**config.mk**
```make
export PLATFORM = sky130hd
export DESIGN_NAME = remote_local_ctrl
export DESIGN_NICKNAME = d
export VERILOG_FILES = /design/src/remote_local_pkg.sv /design/src/remote_local_ctrl.sv
export SDC_FILE = /design/constraint.sdc
export NUM_CORES = 1
export LEC_CHECK = 0
export ABC_AREA = 1
export ABC_CLOCK_PERIOD_IN_PS = 5200
export BUFFER_PORTS_ARGS = -buffer_cell sky130_fd_sc_hd__buf_4
export CAP_MARGIN = 5
export CORE_ASPECT_RATIO = 2
export CORE_MARGIN = 2
export CORE_UTILIZATION = 35
export CTS_CLUSTER_SIZE = 16
export DETAILED_ROUTE_END_ITERATION = 16
export SYNTH_ARGS = -nofsm -noshare
export SYNTH_HDL_FRONTEND = slang
export SYNTH_SLANG_ARGS = --single-unit
export TNS_END_PERCENT = 5
```
**constraint.sdc**
```tcl
create_clock -name clk_sys_i -period 5.2 [get_ports clk_sys_i]
set_clock_uncertainty 0.1 [all_clocks]
set_input_delay 0.52 -clock clk_sys_i [delete_from_list [all_inputs] [get_ports clk_sys_i]]
set_output_delay 0.52 -clock clk_sys_i [all_outputs]
set_load 0.01 [all_outputs]
```
**src/remote_local_pkg.sv**
```systemverilog
/*
  Constants for the remote/local control block: register offsets,
  field positions, reset values and the master/slave role encoding.
  Assumes a single system clock and a plain strobe register port.
*/
//--------------------------------------------------------------
// Contract
//--------------------------------------------------------------
// Contract
// - Accepted local key leaves remote state
// - In remote, only local key works
// - Local key clears remote lamp, message
// - Lockout makes local key do nothing
// - Remote entered only when listened with REN
// - IFC: local, talker idle, listener idle
// - Lockout disables all panel keys
// - GTL leaves remote; lockout still holds
// - Lockout cancelled only by REN false
// - DCL restores defaults, keeps bus address
// - SDC clears only when addressed listener
// - GET triggers only with GET source
// - Serial poll always returns status byte
// - Talker works regardless of remote state
// - Bus address defaults to eighteen
// - Defaults use full single-talk format
// - Restore defaults keeps bus address
// - Power-up standalone; slave on loop init
// - Clears keep role, still clear slaves
package remote_local_pkg;

  //------------------------------------------------------------
  // Register offsets (byte addresses)
  //------------------------------------------------------------
  localparam logic [3:0] OFS_CTRL = 4'h0;   // Config, read/write
  localparam logic [3:0] OFS_STATUS = 4'h4; // State, read only
  localparam logic [3:0] OFS_CMD = 4'h8;    // Commands, write only
  localparam logic [3:0] OFS_SPOLL = 4'hc;  // Last poll byte

  //------------------------------------------------------------
  // Field positions
  //------------------------------------------------------------
  localparam int CTRL_ADDR_LO = 0;   // Bus address, 5 bits
  localparam int CTRL_TRIG_LO = 5;   // Trigger source, 3 bits
  localparam int CTRL_FMT_BIT = 8;   // Output format
  localparam int CTRL_MSTR_BIT = 9;  // Configured as master
  localparam int CMD_RESTORE_BIT = 0; // Restore factory defaults
  localparam int CMD_MSG_ON_BIT = 1;  // User message shown
  localparam int CMD_MSG_OFF_BIT = 2; // Display back to normal
  localparam int STS_REMOTE_BIT = 0;
  localparam int STS_LOCK_BIT = 1;
  localparam int STS_TALK_BIT = 2;
  localparam int STS_LISTEN_BIT = 3;
  localparam int STS_MSG_BIT = 4;
  localparam int STS_ROLE_LO = 5;    // Role, 2 bits

  //------------------------------------------------------------
  // Reset and default values
  //------------------------------------------------------------
  localparam logic [4:0] RST_BUS_ADDR = 5'h12;    // Decimal 18
  localparam logic [2:0] RST_TRIG_SRC = 3'h7;     // External trigger
  localparam logic [2:0] TRIG_SRC_GET = 3'h2;     // GET source code
  localparam logic FULL_SINGLE_TALK_FORMAT = 1'b0;

  // Master/slave role
  typedef enum logic [1:0] {
    ROLE_STANDALONE = 2'b00,
    ROLE_SLAVE = 2'b01,
    ROLE_MASTER = 2'b10
  } role_t;

endpackage

```
**src/remote_local_ctrl.sv**
```systemverilog
/*
  Remote/local control of a bus-attached instrument: remote and
  lockout state, addressing lamps, device clear, trigger, serial
  poll and master/slave role.
  Assumes a bus protocol engine on the same clock that gives
  one-cycle pulses for decoded commands; REN, IFC and panel keys
  arrive from pins and are synchronised here.
*/
// The address-and-strobe port and the placing of the registers were chosen for this implementation.
`timescale 1ns/10ps
module remote_local_ctrl import remote_local_pkg::*; (
  input wire logic clk_sys_i,
  input wire logic sys_rst_i,
  // Register port
  input wire logic [3:0] addr_i,
  input wire logic [31:0] wdata_i,
  input wire logic wr_i,
  input wire logic rd_i,
  output logic [31:0] rdata_o,
  // Bus lines from pins
  input wire logic ren_i,
  input wire logic ifc_i,
  // Decoded bus commands, one-cycle pulses
  input wire logic mla_i,
  input wire logic mta_i,
  input wire logic unl_i,
  input wire logic unt_i,
  input wire logic cmd_llo_i,
  input wire logic cmd_gtl_i,
  input wire logic cmd_dcl_i,
  input wire logic cmd_sdc_i,
  input wire logic cmd_get_i,
  input wire logic spoll_req_i,
  input wire logic [7:0] spoll_status_i,
  // Master/slave loop
  input wire logic ms_init_i,
  // Front panel pins
  input wire logic local_key_i,
  input wire logic [7:0] panel_keys_i,
  // Outputs
  output logic remote_o,
  output logic lockout_o,
  output logic talk_o,
  output logic listen_o,
  output logic [7:0] keys_o,
  output logic disp_norm_o,
  output logic defaults_o,
  output logic slave_clr_o,
  output logic trig_o,
  output logic [7:0] spoll_byte_o,
  output logic spoll_vld_o,
  output logic [4:0] bus_addr_o,
  output logic [2:0] trig_src_o,
  output logic fmt_o,
  output logic [1:0] role_o
);

  //------------------------------------------------------------
  // State
  //------------------------------------------------------------
  typedef struct packed {
    logic ren_m;         // Synchroniser stages
    logic ren_s;
    logic ifc_m;
    logic ifc_s;
    logic lk_m;
    logic lk_s;
    logic lk_d;          // Delayed key for edge
    logic [7:0] keys_m;
    logic [7:0] keys_s;
    logic remote;
    logic lockout;
    logic talk;
    logic listen;
    logic msg_on;        // User message on display
    role_t role;
    logic [4:0] addr;
    logic [2:0] trig_src;
    logic fmt;
    logic cfg_master;
    logic [7:0] keys_out;
    logic disp_norm;
    logic defaults;
    logic slave_clr;
    logic trig;
    logic [7:0] spoll_byte;
    logic spoll_vld;
    logic [31:0] rdata;
  } state_t;

  state_t r;       // Registered state
  state_t next_r;  // Next state
  logic lk_edge;   // Local key press
  logic key_ok;    // Press accepted
  logic clr;       // Device clear applies
  logic restore;   // Factory restore write

  //------------------------------------------------------------
  // Next-state logic
  //------------------------------------------------------------
  always_comb begin
    next_r = r;
    // Pulses last one cycle
    next_r.disp_norm = 1'b0;
    next_r.defaults = 1'b0;
    next_r.slave_clr = 1'b0;
    next_r.trig = 1'b0;
    next_r.spoll_vld = 1'b0;
    next_r.rdata = 32'h0;
    // Pin synchronisers; first stage feeds only the second
    next_r.ren_m = ren_i;
    next_r.ren_s = r.ren_m;
    next_r.ifc_m = ifc_i;
    next_r.ifc_s = r.ifc_m;
    next_r.lk_m = local_key_i;
    next_r.lk_s = r.lk_m;
    next_r.lk_d = r.lk_s;
    next_r.keys_m = panel_keys_i;
    next_r.keys_s = r.keys_m;
    lk_edge = r.lk_s & ~r.lk_d;
    key_ok = lk_edge & ~r.lockout;
    clr = cmd_dcl_i | (cmd_sdc_i & r.listen);
    restore = wr_i && addr_i == OFS_CMD && wdata_i[CMD_RESTORE_BIT];

    // Panel keys pass only in local without lockout
    next_r.keys_out = (r.remote | r.lockout) ? 8'h00 : r.keys_s;

    // Addressing; talk works in either remote state
    if (unt_i) begin
      next_r.talk = 1'b0;
    end
    if (unl_i) begin
      next_r.listen = 1'b0;
    end
    if (mta_i) begin
      next_r.talk = 1'b1;
      next_r.listen = 1'b0;
    end
    if (mla_i) begin
      next_r.listen = 1'b1;
      next_r.talk = 1'b0;
    end

    // Remote: clears first, listen address with REN wins over them
    if (cmd_gtl_i || key_ok || !r.ren_s) begin
      next_r.remote = 1'b0;
    end
    if (mla_i && r.ren_s) begin
      next_r.remote = 1'b1;
    end

    // Lockout needs REN; only REN false ends it
    if (!r.ren_s) begin
      next_r.lockout = 1'b0;
    end else if (cmd_llo_i) begin
      next_r.lockout = 1'b1;
    end

    // Accepted key restores the display
    if (key_ok && r.msg_on) begin
      next_r.disp_norm = 1'b1;
    end
    if (key_ok || clr || restore) begin
      next_r.msg_on = 1'b0;
    end

    // Register writes
    if (wr_i) begin
      case (addr_i)
        OFS_CTRL: begin
          next_r.addr = wdata_i[CTRL_ADDR_LO +: 5];
          next_r.trig_src = wdata_i[CTRL_TRIG_LO +: 3];
          next_r.fmt = wdata_i[CTRL_FMT_BIT];
          next_r.cfg_master = wdata_i[CTRL_MSTR_BIT];
        end
        OFS_CMD: begin
          if (wdata_i[CMD_MSG_OFF_BIT]) begin
            next_r.msg_on = 1'b0;
            next_r.disp_norm = r.msg_on;
          end
          // Set wins over any clear this cycle
          if (wdata_i[CMD_MSG_ON_BIT]) begin
            next_r.msg_on = 1'b1;
          end
        end
        default: begin
          // Other offsets ignore writes
        end
      endcase
    end

    // Defaults; address and role left alone on purpose
    if (clr || restore) begin
      next_r.trig_src = RST_TRIG_SRC;
      next_r.fmt = FULL_SINGLE_TALK_FORMAT;
    end
    if (clr) begin
      next_r.defaults = 1'b1;
      next_r.slave_clr = 1'b1;
    end

    // Trigger only from the GET source
    next_r.trig = cmd_get_i && r.listen && r.trig_src == TRIG_SRC_GET;

    // Serial poll answered regardless of service request
    if (spoll_req_i) begin
      next_r.spoll_byte = spoll_status_i;
      next_r.spoll_vld = 1'b1;
    end

    // Role; clears never touch it
    case (r.role)
      ROLE_STANDALONE: begin
        if (r.cfg_master) begin
          next_r.role = ROLE_MASTER;
        end else if (ms_init_i) begin
          next_r.role = ROLE_SLAVE;
        end
      end
      ROLE_SLAVE: begin
        if (r.cfg_master) begin
          next_r.role = ROLE_MASTER;
        end
      end
      ROLE_MASTER: begin
        if (!r.cfg_master) begin
          next_r.role = ROLE_STANDALONE;
        end
      end
      default: begin
        next_r.role = ROLE_STANDALONE;
      end
    endcase

    // IFC overrides everything addressed
    if (r.ifc_s) begin
      next_r.remote = 1'b0;
      next_r.talk = 1'b0;
      next_r.listen = 1'b0;
    end

    // Register reads, data in the next cycle
    if (rd_i) begin
      case (addr_i)
        OFS_CTRL: begin
          next_r.rdata = {22'h0, r.cfg_master, r.fmt, r.trig_src, r.addr};
        end
        OFS_STATUS: begin
          next_r.rdata = {25'h0, r.role, r.msg_on, r.listen, r.talk,
                          r.lockout, r.remote};
        end
        OFS_SPOLL: begin
          next_r.rdata = {24'h0, r.spoll_byte};
        end
        default: begin
          next_r.rdata = 32'h0; // Unmapped reads zero
        end
      endcase
    end
  end

  //------------------------------------------------------------
  // State register
  //------------------------------------------------------------
  always_ff @(posedge clk_sys_i or posedge sys_rst_i) begin
    if (sys_rst_i) begin
      r <= '0;
      r.role <= ROLE_STANDALONE;
      r.addr <= RST_BUS_ADDR;
      r.trig_src <= RST_TRIG_SRC;
      r.fmt <= FULL_SINGLE_TALK_FORMAT;
    end else begin
      r <= next_r;
    end
  end

  // Outputs straight from the state register
  assign rdata_o = r.rdata;
  assign remote_o = r.remote;
  assign lockout_o = r.lockout;
  assign talk_o = r.talk;
  assign listen_o = r.listen;
  assign keys_o = r.keys_out;
  assign disp_norm_o = r.disp_norm;
  assign defaults_o = r.defaults;
  assign slave_clr_o = r.slave_clr;
  assign trig_o = r.trig;
  assign spoll_byte_o = r.spoll_byte;
  assign spoll_vld_o = r.spoll_vld;
  assign bus_addr_o = r.addr;
  assign trig_src_o = r.trig_src;
  assign fmt_o = r.fmt;
  assign role_o = r.role;

  //------------------------------------------------------------
  // Assertions
  //------------------------------------------------------------
  AST_LOCAL_KEY: assert property (@(posedge clk_sys_i) disable iff (sys_rst_i)
    (r.lk_s && !r.lk_d && !lockout_o && !mla_i) |=> !remote_o)
    else $error("local key did not leave remote");
  AST_LOCKED_KEY: assert property (@(posedge clk_sys_i) disable iff (sys_rst_i)
    (r.lk_s && !r.lk_d && lockout_o && remote_o && r.ren_s && !cmd_gtl_i
     && !r.ifc_s) |=> remote_o)
    else $error("local key acted under lockout");
  AST_KEYS_GATED: assert property (@(posedge clk_sys_i) disable iff (sys_rst_i)
    (remote_o || lockout_o) |=> keys_o == 8'h00)
    else $error("panel key passed while blocked");
  AST_MSG_CLEAR: assert property (@(posedge clk_sys_i) disable iff (sys_rst_i)
    (r.lk_s && !r.lk_d && !lockout_o && r.msg_on && !wr_i) |=> disp_norm_o && !r.msg_on)
    else $error("display not restored by local key");
  AST_REMOTE_CAUSE: assert property (@(posedge clk_sys_i) disable iff (sys_rst_i)
    $rose(remote_o) |-> $past(mla_i) && $past(r.ren_s))
    else $error("remote entered without listen and REN");
  AST_IFC: assert property (@(posedge clk_sys_i) disable iff (sys_rst_i)
    r.ifc_s |=> !remote_o && !talk_o && !listen_o)
    else $error("IFC left device addressed");
  AST_GTL: assert property (@(posedge clk_sys_i) disable iff (sys_rst_i)
    (cmd_gtl_i && !mla_i) |=> !remote_o)
    else $error("GTL did not leave remote");
  AST_REN_LOW: assert property (@(posedge clk_sys_i) disable iff (sys_rst_i)
    !r.ren_s |=> !lockout_o && !remote_o)
    else $error("REN false kept lockout or remote");
  AST_LOCK_HOLD: assert property (@(posedge clk_sys_i) disable iff (sys_rst_i)
    (lockout_o && r.ren_s) |=> lockout_o)
    else $error("lockout dropped with REN true");
  AST_DCL: assert property (@(posedge clk_sys_i) disable iff (sys_rst_i)
    (cmd_dcl_i && !wr_i && !ms_init_i) |=> defaults_o && slave_clr_o
      && $stable(bus_addr_o) && $stable(role_o) && trig_src_o == RST_TRIG_SRC)
    else $error("device clear wrong");
  AST_SDC: assert property (@(posedge clk_sys_i) disable iff (sys_rst_i)
    (cmd_sdc_i && !cmd_dcl_i) |=> defaults_o == $past(listen_o))
    else $error("selective clear ignored addressing");
  AST_GET: assert property (@(posedge clk_sys_i) disable iff (sys_rst_i)
    cmd_get_i |=> trig_o == ($past(listen_o) && $past(trig_src_o) == TRIG_SRC_GET))
    else $error("GET trigger wrong");
  AST_SPOLL: assert property (@(posedge clk_sys_i) disable iff (sys_rst_i)
    spoll_req_i |=> spoll_vld_o && spoll_byte_o == $past(spoll_status_i))
    else $error("serial poll not answered");
  AST_TALK: assert property (@(posedge clk_sys_i) disable iff (sys_rst_i)
    (mta_i && !mla_i && !r.ifc_s) |=> talk_o && !listen_o)
    else $error("talk address not taken");
  AST_RESTORE: assert property (@(posedge clk_sys_i) disable iff (sys_rst_i)
    (wr_i && addr_i == OFS_CMD && wdata_i[CMD_RESTORE_BIT]) |=> $stable(bus_addr_o)
      && fmt_o == FULL_SINGLE_TALK_FORMAT)
    else $error("restore changed address");
  AST_SLAVE: assert property (@(posedge clk_sys_i) disable iff (sys_rst_i)
    (role_o == ROLE_SLAVE && $past(role_o) != ROLE_SLAVE) |-> $past(ms_init_i))
    else $error("slave without loop init");

  // Lockout is taken on LLO whenever REN is true
  AST_LLO_SET: assert property (@(posedge clk_sys_i) disable iff (sys_rst_i)
    (cmd_llo_i && r.ren_s) |=> lockout_o)
    else $error("lockout not taken");
  // Remote never appears without the listener lamp
  AST_REMOTE_LISTEN: assert property (@(posedge clk_sys_i) disable iff (sys_rst_i)
    $rose(remote_o) |-> listen_o)
    else $error("remote entered without listening");
  // Any accepted clear restores format and trigger defaults
  AST_CLR_FMT: assert property (@(posedge clk_sys_i) disable iff (sys_rst_i)
    (cmd_dcl_i || (cmd_sdc_i && listen_o)) |=> fmt_o == FULL_SINGLE_TALK_FORMAT && trig_src_o == RST_TRIG_SRC)
    else $error("clear left format or trigger");
  // Role settled against config must survive a clear
  AST_CLR_ROLE: assert property (@(posedge clk_sys_i) disable iff (sys_rst_i)
    ((cmd_dcl_i || (cmd_sdc_i && listen_o)) && !ms_init_i && ((role_o == ROLE_MASTER) == r.cfg_master))
      |=> $stable(role_o) && slave_clr_o)
    else $error("clear changed role or missed slaves");
  // Clears never touch the programmed address
  AST_CLR_ADDR: assert property (@(posedge clk_sys_i) disable iff (sys_rst_i)
    ((cmd_dcl_i || cmd_sdc_i) && !wr_i) |=> $stable(bus_addr_o))
    else $error("clear changed bus address");
  // REN false always ends remote
  AST_REN_REMOTE: assert property (@(posedge clk_sys_i) disable iff (sys_rst_i)
    !r.ren_s |=> !remote_o)
    else $error("remote kept with REN false");
  // Talking needs no remote state
  AST_TALK_LOCAL: assert property (@(posedge clk_sys_i) disable iff (sys_rst_i)
    (mta_i && !mla_i && !r.ifc_s && !remote_o) |=> talk_o)
    else $error("talker refused in local");

endmodule

```
# Word-level counts from Yosys, hierarchy flattened
# Index checks and enable logic that the tools add are counted.
[op_classes]
bitwise_logic = 7
reduce_logical = 22
n_eq_ne = 10
muxes = 32
[ops]
columns = ["operator", "n"]
rows = [
  ["one-hot mux 10 bit (3 select lines)", 1],
  ["two-way mux 1 bit", 17],
  ["two-way mux 2 bit", 8],
  ["two-way mux 10 bit", 1],
  ["two-way mux 5 bit", 2],
  ["== test 4 bit, second input constant", 2],
  ["two-way mux 8 bit", 1],
  ["nonzero test 4 bit", 2],
  ["logical AND 1 bit", 6],
  ["inequality test 2 bit, second input constant", 3],
  ["one-hot mux 2 bit (3 select lines)", 1],
  ["logical OR 1 bit", 5],
  ["== test 4 x 3 -> 1 bit, second input constant", 1],
  ["zero test 4 bit", 1],
  ["two-way mux 4 bit", 1],
  ["AND reduction 2 bit", 2],
  ["nonzero test 2 bit", 2],
  ["AND 1 bit", 3],
  ["== test 3 x 2 -> 1 bit, second input constant", 1],
  ["inequality test 3 bit, second input constant", 1],
  ["AND reduction 3 bit", 1],
  ["nonzero test 3 bit", 1],
  ["== test 2 x 1 -> 1 bit, second input constant", 1],
  ["== test 2 bit, second input constant", 1],
  ["other kinds (4)", 6],
]
[totals]
ff_bits = 93
input_bits = 70
wordCells = 98
out_inout_bits = 68

# Depth between registers and ports, before layout
[depth]
ltp_word = 10
mapped_depth = 7
mapped_depth_nobuf = 6

# Least setup slack after synthesis
# No wires, ideal clock.
[synth_timing]
path_kind = "input port to flip-flop"
start = "input port addr_i[2]"
end = "register r, in the netlist fmt_o"
path_stages = 7
n_path_buf = 2
required_time_ps = 5035
setup_ps = 65
arrival_time_ps = 1157
path_slack_ps = 3877
path_cell_list = "buf_6 -> nor2_8 -> buf_8 -> nand3_4 -> nor2_2 -> nand3_1 -> nand2_1"
[synth_via]
elab_chain_cells = 6
word_cells_on_any_way = 9
classes_between = "eq/ne: 1; mux: 1; reduce/logical: 7"
[synth_rtl]
columns = ["element", "line", "rtl"]
rows = [
  ["start: declaration", "remote_local_ctrl.sv:15", "input wire logic [3:0] addr_i,"],
  ["== test 4 bit", "remote_local_ctrl.sv:123", "restore = wr_i && addr_i == OFS_CMD && wdata_i[CMD_RESTORE_BIT];"],
  ["logical AND 1 bit (2 in a row)", "remote_local_ctrl.sv:123", ""],
  ["logical OR 1 bit", "remote_local_ctrl.sv:193", "if (clr || restore) begin"],
  ["nonzero test 2 bit (no line)", "n/a", ""],
  ["AND reduction 2 bit (no line)", "n/a", ""],
  ["end signal: assignment", "remote_local_ctrl.sv:273", "r <= next_r;"],
  ["end: declaration", "remote_local_ctrl.sv:91", "state_t r;"],
]
# Parallel ways exist; a longest one is shown, timed or not.
# A chain may end at the register's enable or synchronous reset.

# Worst setup path in the final report
[layout_timing]
start = "input port addr_i[1]"
end = "register r[53] (netlist name)"
[layout_via]
elab_chain_cells = 2
[layout_rtl]
columns = ["element", "line", "rtl"]
rows = [
  ["zero test 4 bit", "remote_local_ctrl.sv:169", "case (addr_i)"],
  ["AND reduction 2 bit (no line)", "n/a", ""],
]
# Every way passes these cells.

==> flow_summary.html <==
<table>
<tr><th>Metric</th><th>Value</th></tr>
<tr><th colspan="2">Global route</th></tr>
<tr><td>Busiest layer in global routing</td><td>met2</td></tr>
<tr><td>First-pass GRT wire length</td><td>9900 um</td></tr>
<tr><td>Leftover overflow at the end of global routing</td><td>0</td></tr>
<tr><td>Initial antenna violation count</td><td>0</td></tr>
<tr><td>GR met2 Demand/Resource</td><td>23.2%</td></tr>
<tr><td>GRT met1 Usage</td><td>15.4%</td></tr>
<tr><td>Via count of the first global-routing pass</td><td>1997</td></tr>
<tr><td>Maximum number of pins on one net before global-route repair</td><td>71</td></tr>
<tr><td>Overall global routing resource usage</td><td>13.7%</td></tr>
<tr><td>Met3 capacity usage during global routing</td><td>4.10%</td></tr>
<tr><th colspan="2">Yosys</th></tr>
<tr><td>Most frequent cell after synthesis</td><td>dfrtp_1</td></tr>
<tr><td>Library cell occupying the most area in the post-synthesis netlist</td><td>dfrtp_1</td></tr>
<tr><td>Flops &amp; latches, synth</td><td>70</td></tr>
<tr><td>Synth area leaders</td><td>dfrtp_1 52%, buf_4 15%, dfstp_2 4.2%</td></tr>
<tr><td>Sequential element share of the synthesized area</td><td>56.2%</td></tr>
<tr><td>Post-synthesis average cell area</td><td>10.6 um2</td></tr>
<tr><td>Dominant register cell in the synthesized netlist</td><td>dfrtp_1</td></tr>
<tr><td>Synth Instances</td><td>294</td></tr>
<tr><td>Number of flops mapped to enable cells by yosys</td><td>0</td></tr>
<tr><td>Share of the synthesized area in the top cell type</td><td>52.0%</td></tr>
<tr><td>Combined area of all synthesized cells</td><td>about 3100 um2</td></tr>
<tr><td>Synth warnings</td><td>0</td></tr>
<tr><td>Number of distinct standard cells referenced by the synthesized netlist</td><td>32</td></tr>
<tr><td>Top cell types by occurrence after synthesis</td><td>65 x dfrtp_1, 61 x buf_4, 34 x nand2_1</td></tr>
<tr><td>Asr flop ratio synth</td><td>100%</td></tr>
<tr><th colspan="2">STA</th></tr>
<tr><td>Worst Max-Slew Pin Slew</td><td>832 ps</td></tr>
<tr><td>Slew Viols, Final</td><td>0</td></tr>
<tr><td>Worst-case headroom to the max-slew limit</td><td>44.6%</td></tr>
<tr><td>Setup TNS</td><td>0 ps</td></tr>
<tr><td>Highest attainable clock frequency</td><td>~0.59 GHz</td></tr>
<tr><td>Unrepaired setup endpoints after global routing</td><td>false</td></tr>
<tr><td>Final Critical Period</td><td>1680 ps</td></tr>
<tr><td>Number of failing hold endpoints at the final stage</td><td>0</td></tr>
<tr><td>Post-route clock period utilization</td><td>32.4%</td></tr>
<tr><td>Final setup viols</td><td>0</td></tr>
<tr><th colspan="2">Cells and area</th></tr>
<tr><td>Multi-input gate area</td><td>818 um2</td></tr>
<tr><td>P&amp;R area growth vs syn</td><td>22.9%</td></tr>
<tr><td>Final std cells w/o fill</td><td>about 460</td></tr>
<tr><td>Diodes inserted</td><td>0</td></tr>
<tr><td>Fin util</td><td>between 40 and 50%</td></tr>
<tr><td>Sequential cell area in the final layout</td><td>~1800 um2</td></tr>
<tr><td>Filler Cell Count</td><td>869</td></tr>
<tr><td>Number of nets at the end of the flow</td><td>421</td></tr>
<tr><td>Layout cell share with drive strength beyond 1</td><td>38.2%</td></tr>
<tr><th colspan="2">Placement</th></tr>
<tr><td>Final weighted congestion in routability-driven placement</td><td>between 0.7 and 0.8</td></tr>
<tr><td>Cell total after placement</td><td>440</td></tr>
<tr><td>Number of port buffers</td><td>93</td></tr>
<tr><td>Post-DP HPWL</td><td>~4800 um</td></tr>
<tr><th colspan="2">Clock network</th></tr>
<tr><td>Number of sinks on the clock net</td><td>70</td></tr>
<tr><td>Clock latency of the later-clocked register in the worst-skew pair</td><td>330 ps</td></tr>
<tr><td>Post-cts hold buffer count</td><td>0</td></tr>
<tr><td>Clock transition at path regs</td><td>roughly 60 ps</td></tr>
<tr><td>Root cell of the clock tree</td><td>clkbuf_16</td></tr>
<tr><td>Count of instances resized after the clock tree is built</td><td>0</td></tr>
<tr><td>Buffers inserted by post-CTS timing repair</td><td>0</td></tr>
<tr><td>Max Buffers Root-to-Sink</td><td>2</td></tr>
<tr><td>CTS tree</td><td>yes</td></tr>
<tr><td>H-Tree Depth</td><td>3</td></tr>
<tr><td>Number of buffers added by the clock tree synthesis step</td><td>9</td></tr>
<tr><th colspan="2">Floorplan</th></tr>
<tr><td>Top-Level Pins</td><td>138</td></tr>
<tr><td>Effective utilization at floorplan</td><td>36.2%</td></tr>
<tr><td>Core outline area</td><td>8650 um2</td></tr>
<tr><td>Die extent in y</td><td>~140 um</td></tr>
<tr><td>Floorplan row count</td><td>48</td></tr>
<tr><td>Chip width</td><td>70.9 um</td></tr>
<tr><td>Total die area</td><td>9760 um2</td></tr>
<tr><th colspan="2">Worst setup path</th></tr>
<tr><td>Type of the worst setup path</td><td>in -&gt; reg</td></tr>
<tr><td>CP Buf/Inv Count</td><td>2</td></tr>
<tr><td>Critical-path maximum fanout</td><td>32</td></tr>
<tr><td>Startpoint kind of the worst setup timing path</td><td>input pin</td></tr>
<tr><td>Highest-delay cell along the critical path</td><td>nor2_4</td></tr>
<tr><td>CP required</td><td>5310 ps</td></tr>
<tr><td>Worst-path cell chain</td><td>buf_4 -&gt; nor2_4 -&gt; nand3_4 -&gt; inv_2 -&gt; o21ai_0</td></tr>
<tr><td>CP Capture Type</td><td>flip-flop</td></tr>
<tr><td>Top delay family on crit path</td><td>simple AND/OR/NAND/NOR gates</td></tr>
<tr><td>Longest individual stage delay on the worst path</td><td>between 500 and 600 ps</td></tr>
<tr><td>Critical path data arrival time</td><td>1790 ps</td></tr>
<tr><th colspan="2">Routing</th></tr>
<tr><td>DRT antenna net count</td><td>0</td></tr>
<tr><td>Vias post-DR</td><td>between 2000 and 2500</td></tr>
<tr><td>DR vias/cell</td><td>4.41</td></tr>
<tr><td>Post-Route WL</td><td>6280 um</td></tr>
<tr><td>Routed len/inst</td><td>13.8 um</td></tr>
<tr><td>Residual DRC</td><td>0</td></tr>
<tr><td>Iteration-0 DRC Markers</td><td>84</td></tr>
<tr><td>Pre-antenna DRT Iters</td><td>4</td></tr>
<tr><th colspan="2">Pwr</th></tr>
<tr><td>Total power per unit cell area</td><td>377 nW/um2</td></tr>
<tr><td>Leak Pwr</td><td>roughly 2.0 nW</td></tr>
<tr><td>Maximum vdd drop</td><td>0.277 mV</td></tr>
<tr><th colspan="2">Status</th></tr>
<tr><td>Status</td><td>finished, final reports clean</td></tr>
<tr><th colspan="2">Job</th></tr>
<tr><td>Number of violations of the max-capacitance limit</td><td>0</td></tr>
<tr><th colspan="2">Worst hold path</th></tr>
<tr><td>Kind of path behind the tightest hold check</td><td>in -&gt; reg</td></tr>
</table>
metal layers:
| metal | share of wire [%] | up-vias |
|---|---|---|
| li1 | - | 979 |
| met1 | 36 | 940 |
| met2 | 55 | 84 |
| met3 | 6.9 | 9 |
| met4 | 2.2 | 0 |
| met5 | 0 | - |
layout make-up:
| class | count | share of cell area [%] |
|---|---|---|
| clock inverters | 6 | 2.44 |
| multi-input cells | 148 | 21.3 |
| well taps | 100 | 3.25 |
| flip-flops and latches | 70 | 45.7 |
| inverters | 28 | 2.80 |
| clock buffers | 10 | 6.21 |
| repair buffers | 94 | 18.3 |
placed cells by master (no fill, tap or decap), types with 2 or more instances in the layout:
cell       instances
nor3_1             3
nand2_1           34
mux2_2             8
buf_4             94
nor2_4             2
dfrtp_1           65
nand3_4            2
conb_1            22
a21oi_1            4
nor2_1            19
clkbuf_16          9
inv_1             25
inv_2              2
bufinv_16          2
dfstp_2            5
clkinv_4           2
nand4_1           20
nand3_1           22
logic make-up after synthesis:
group	synth area share, %
AND/OR/NAND/NOR	18.6
multiplexers	2.88
other	0.120
flip-flops	56.2
buffers and inverters	20.2
AO/OA/AOI/OAI	2.04
flip-flops by register name, summed over array words and instances, names as in the netlist:
register,flops
trig_src_o,3
r,13
fmt_o,1
remote_o,1
role_o,2
spoll_vld_o,1
talk_o,1
bus_addr_o,5
trig_o,1
defaults_o,1
keys_o,8
next_r,12
listen_o,1
spoll_byte_o,8
lockout_o,1
rdata_o,10
disp_norm_o,1
worst reg2reg max path: cells and delay by family (launching register included):
| family | cells | cell delay, ps |
|---|---|---|
| and+or+nand+nor | 3 | 260 |
| DFF | 1 | 490 |
| AOI/OAI and AO/OA | 1 | 280 |
stage by stage:
stage / hold slack (ps) / total power [mW] / worst slack (ps) / cell area (um2)
floorplan: 231 / 0.755 / 2820 / 3210
global placement: 232 / 0.795 / 3190 / 3510
detailed placement: 235 / 0.799 / 3170 / 3510
CTS: 181 / 1.47 / 3500 / 3850
global route: 174 / 1.52 / 3360 / 3850
finish: 192 / 1.45 / 3520 / 3850
power by group:
| group | internal, mW | switching, mW |
|---|---|---|
| logic | 0.0810 | 0.0861 |
| registers | 0.590 | 0.0300 |
| clock network | 0.436 | 0.228 |
| total | 1.11 | 0.344 |
final timing paths:
kind,startpoint,to,slack (ps),cells past startpoint
worst max-delay path,addr_i[1],r[53]$_DFFE_PP0P_,3520,5
worst min-delay path,panel_keys_i[3],next_r[73]$_DFF_PP0_,190,1
worst max register to register,listen_o$_DFFE_PP0P_,trig_src_o[0]$_DFFE_PP1P_,3990,4
worst min register to register,next_r[91]$_DFF_PP0_,r[91]$_DFF_PP0_,250,0
max in group asynchronous,sys_rst_i,bus_addr_o[0]$_DFFE_PP0P_,4120,3
min in group asynchronous,sys_rst_i,rdata_o[1]$_DFF_PP0_,350,3
No activity file was read; power rests on OpenSTA's default activity.
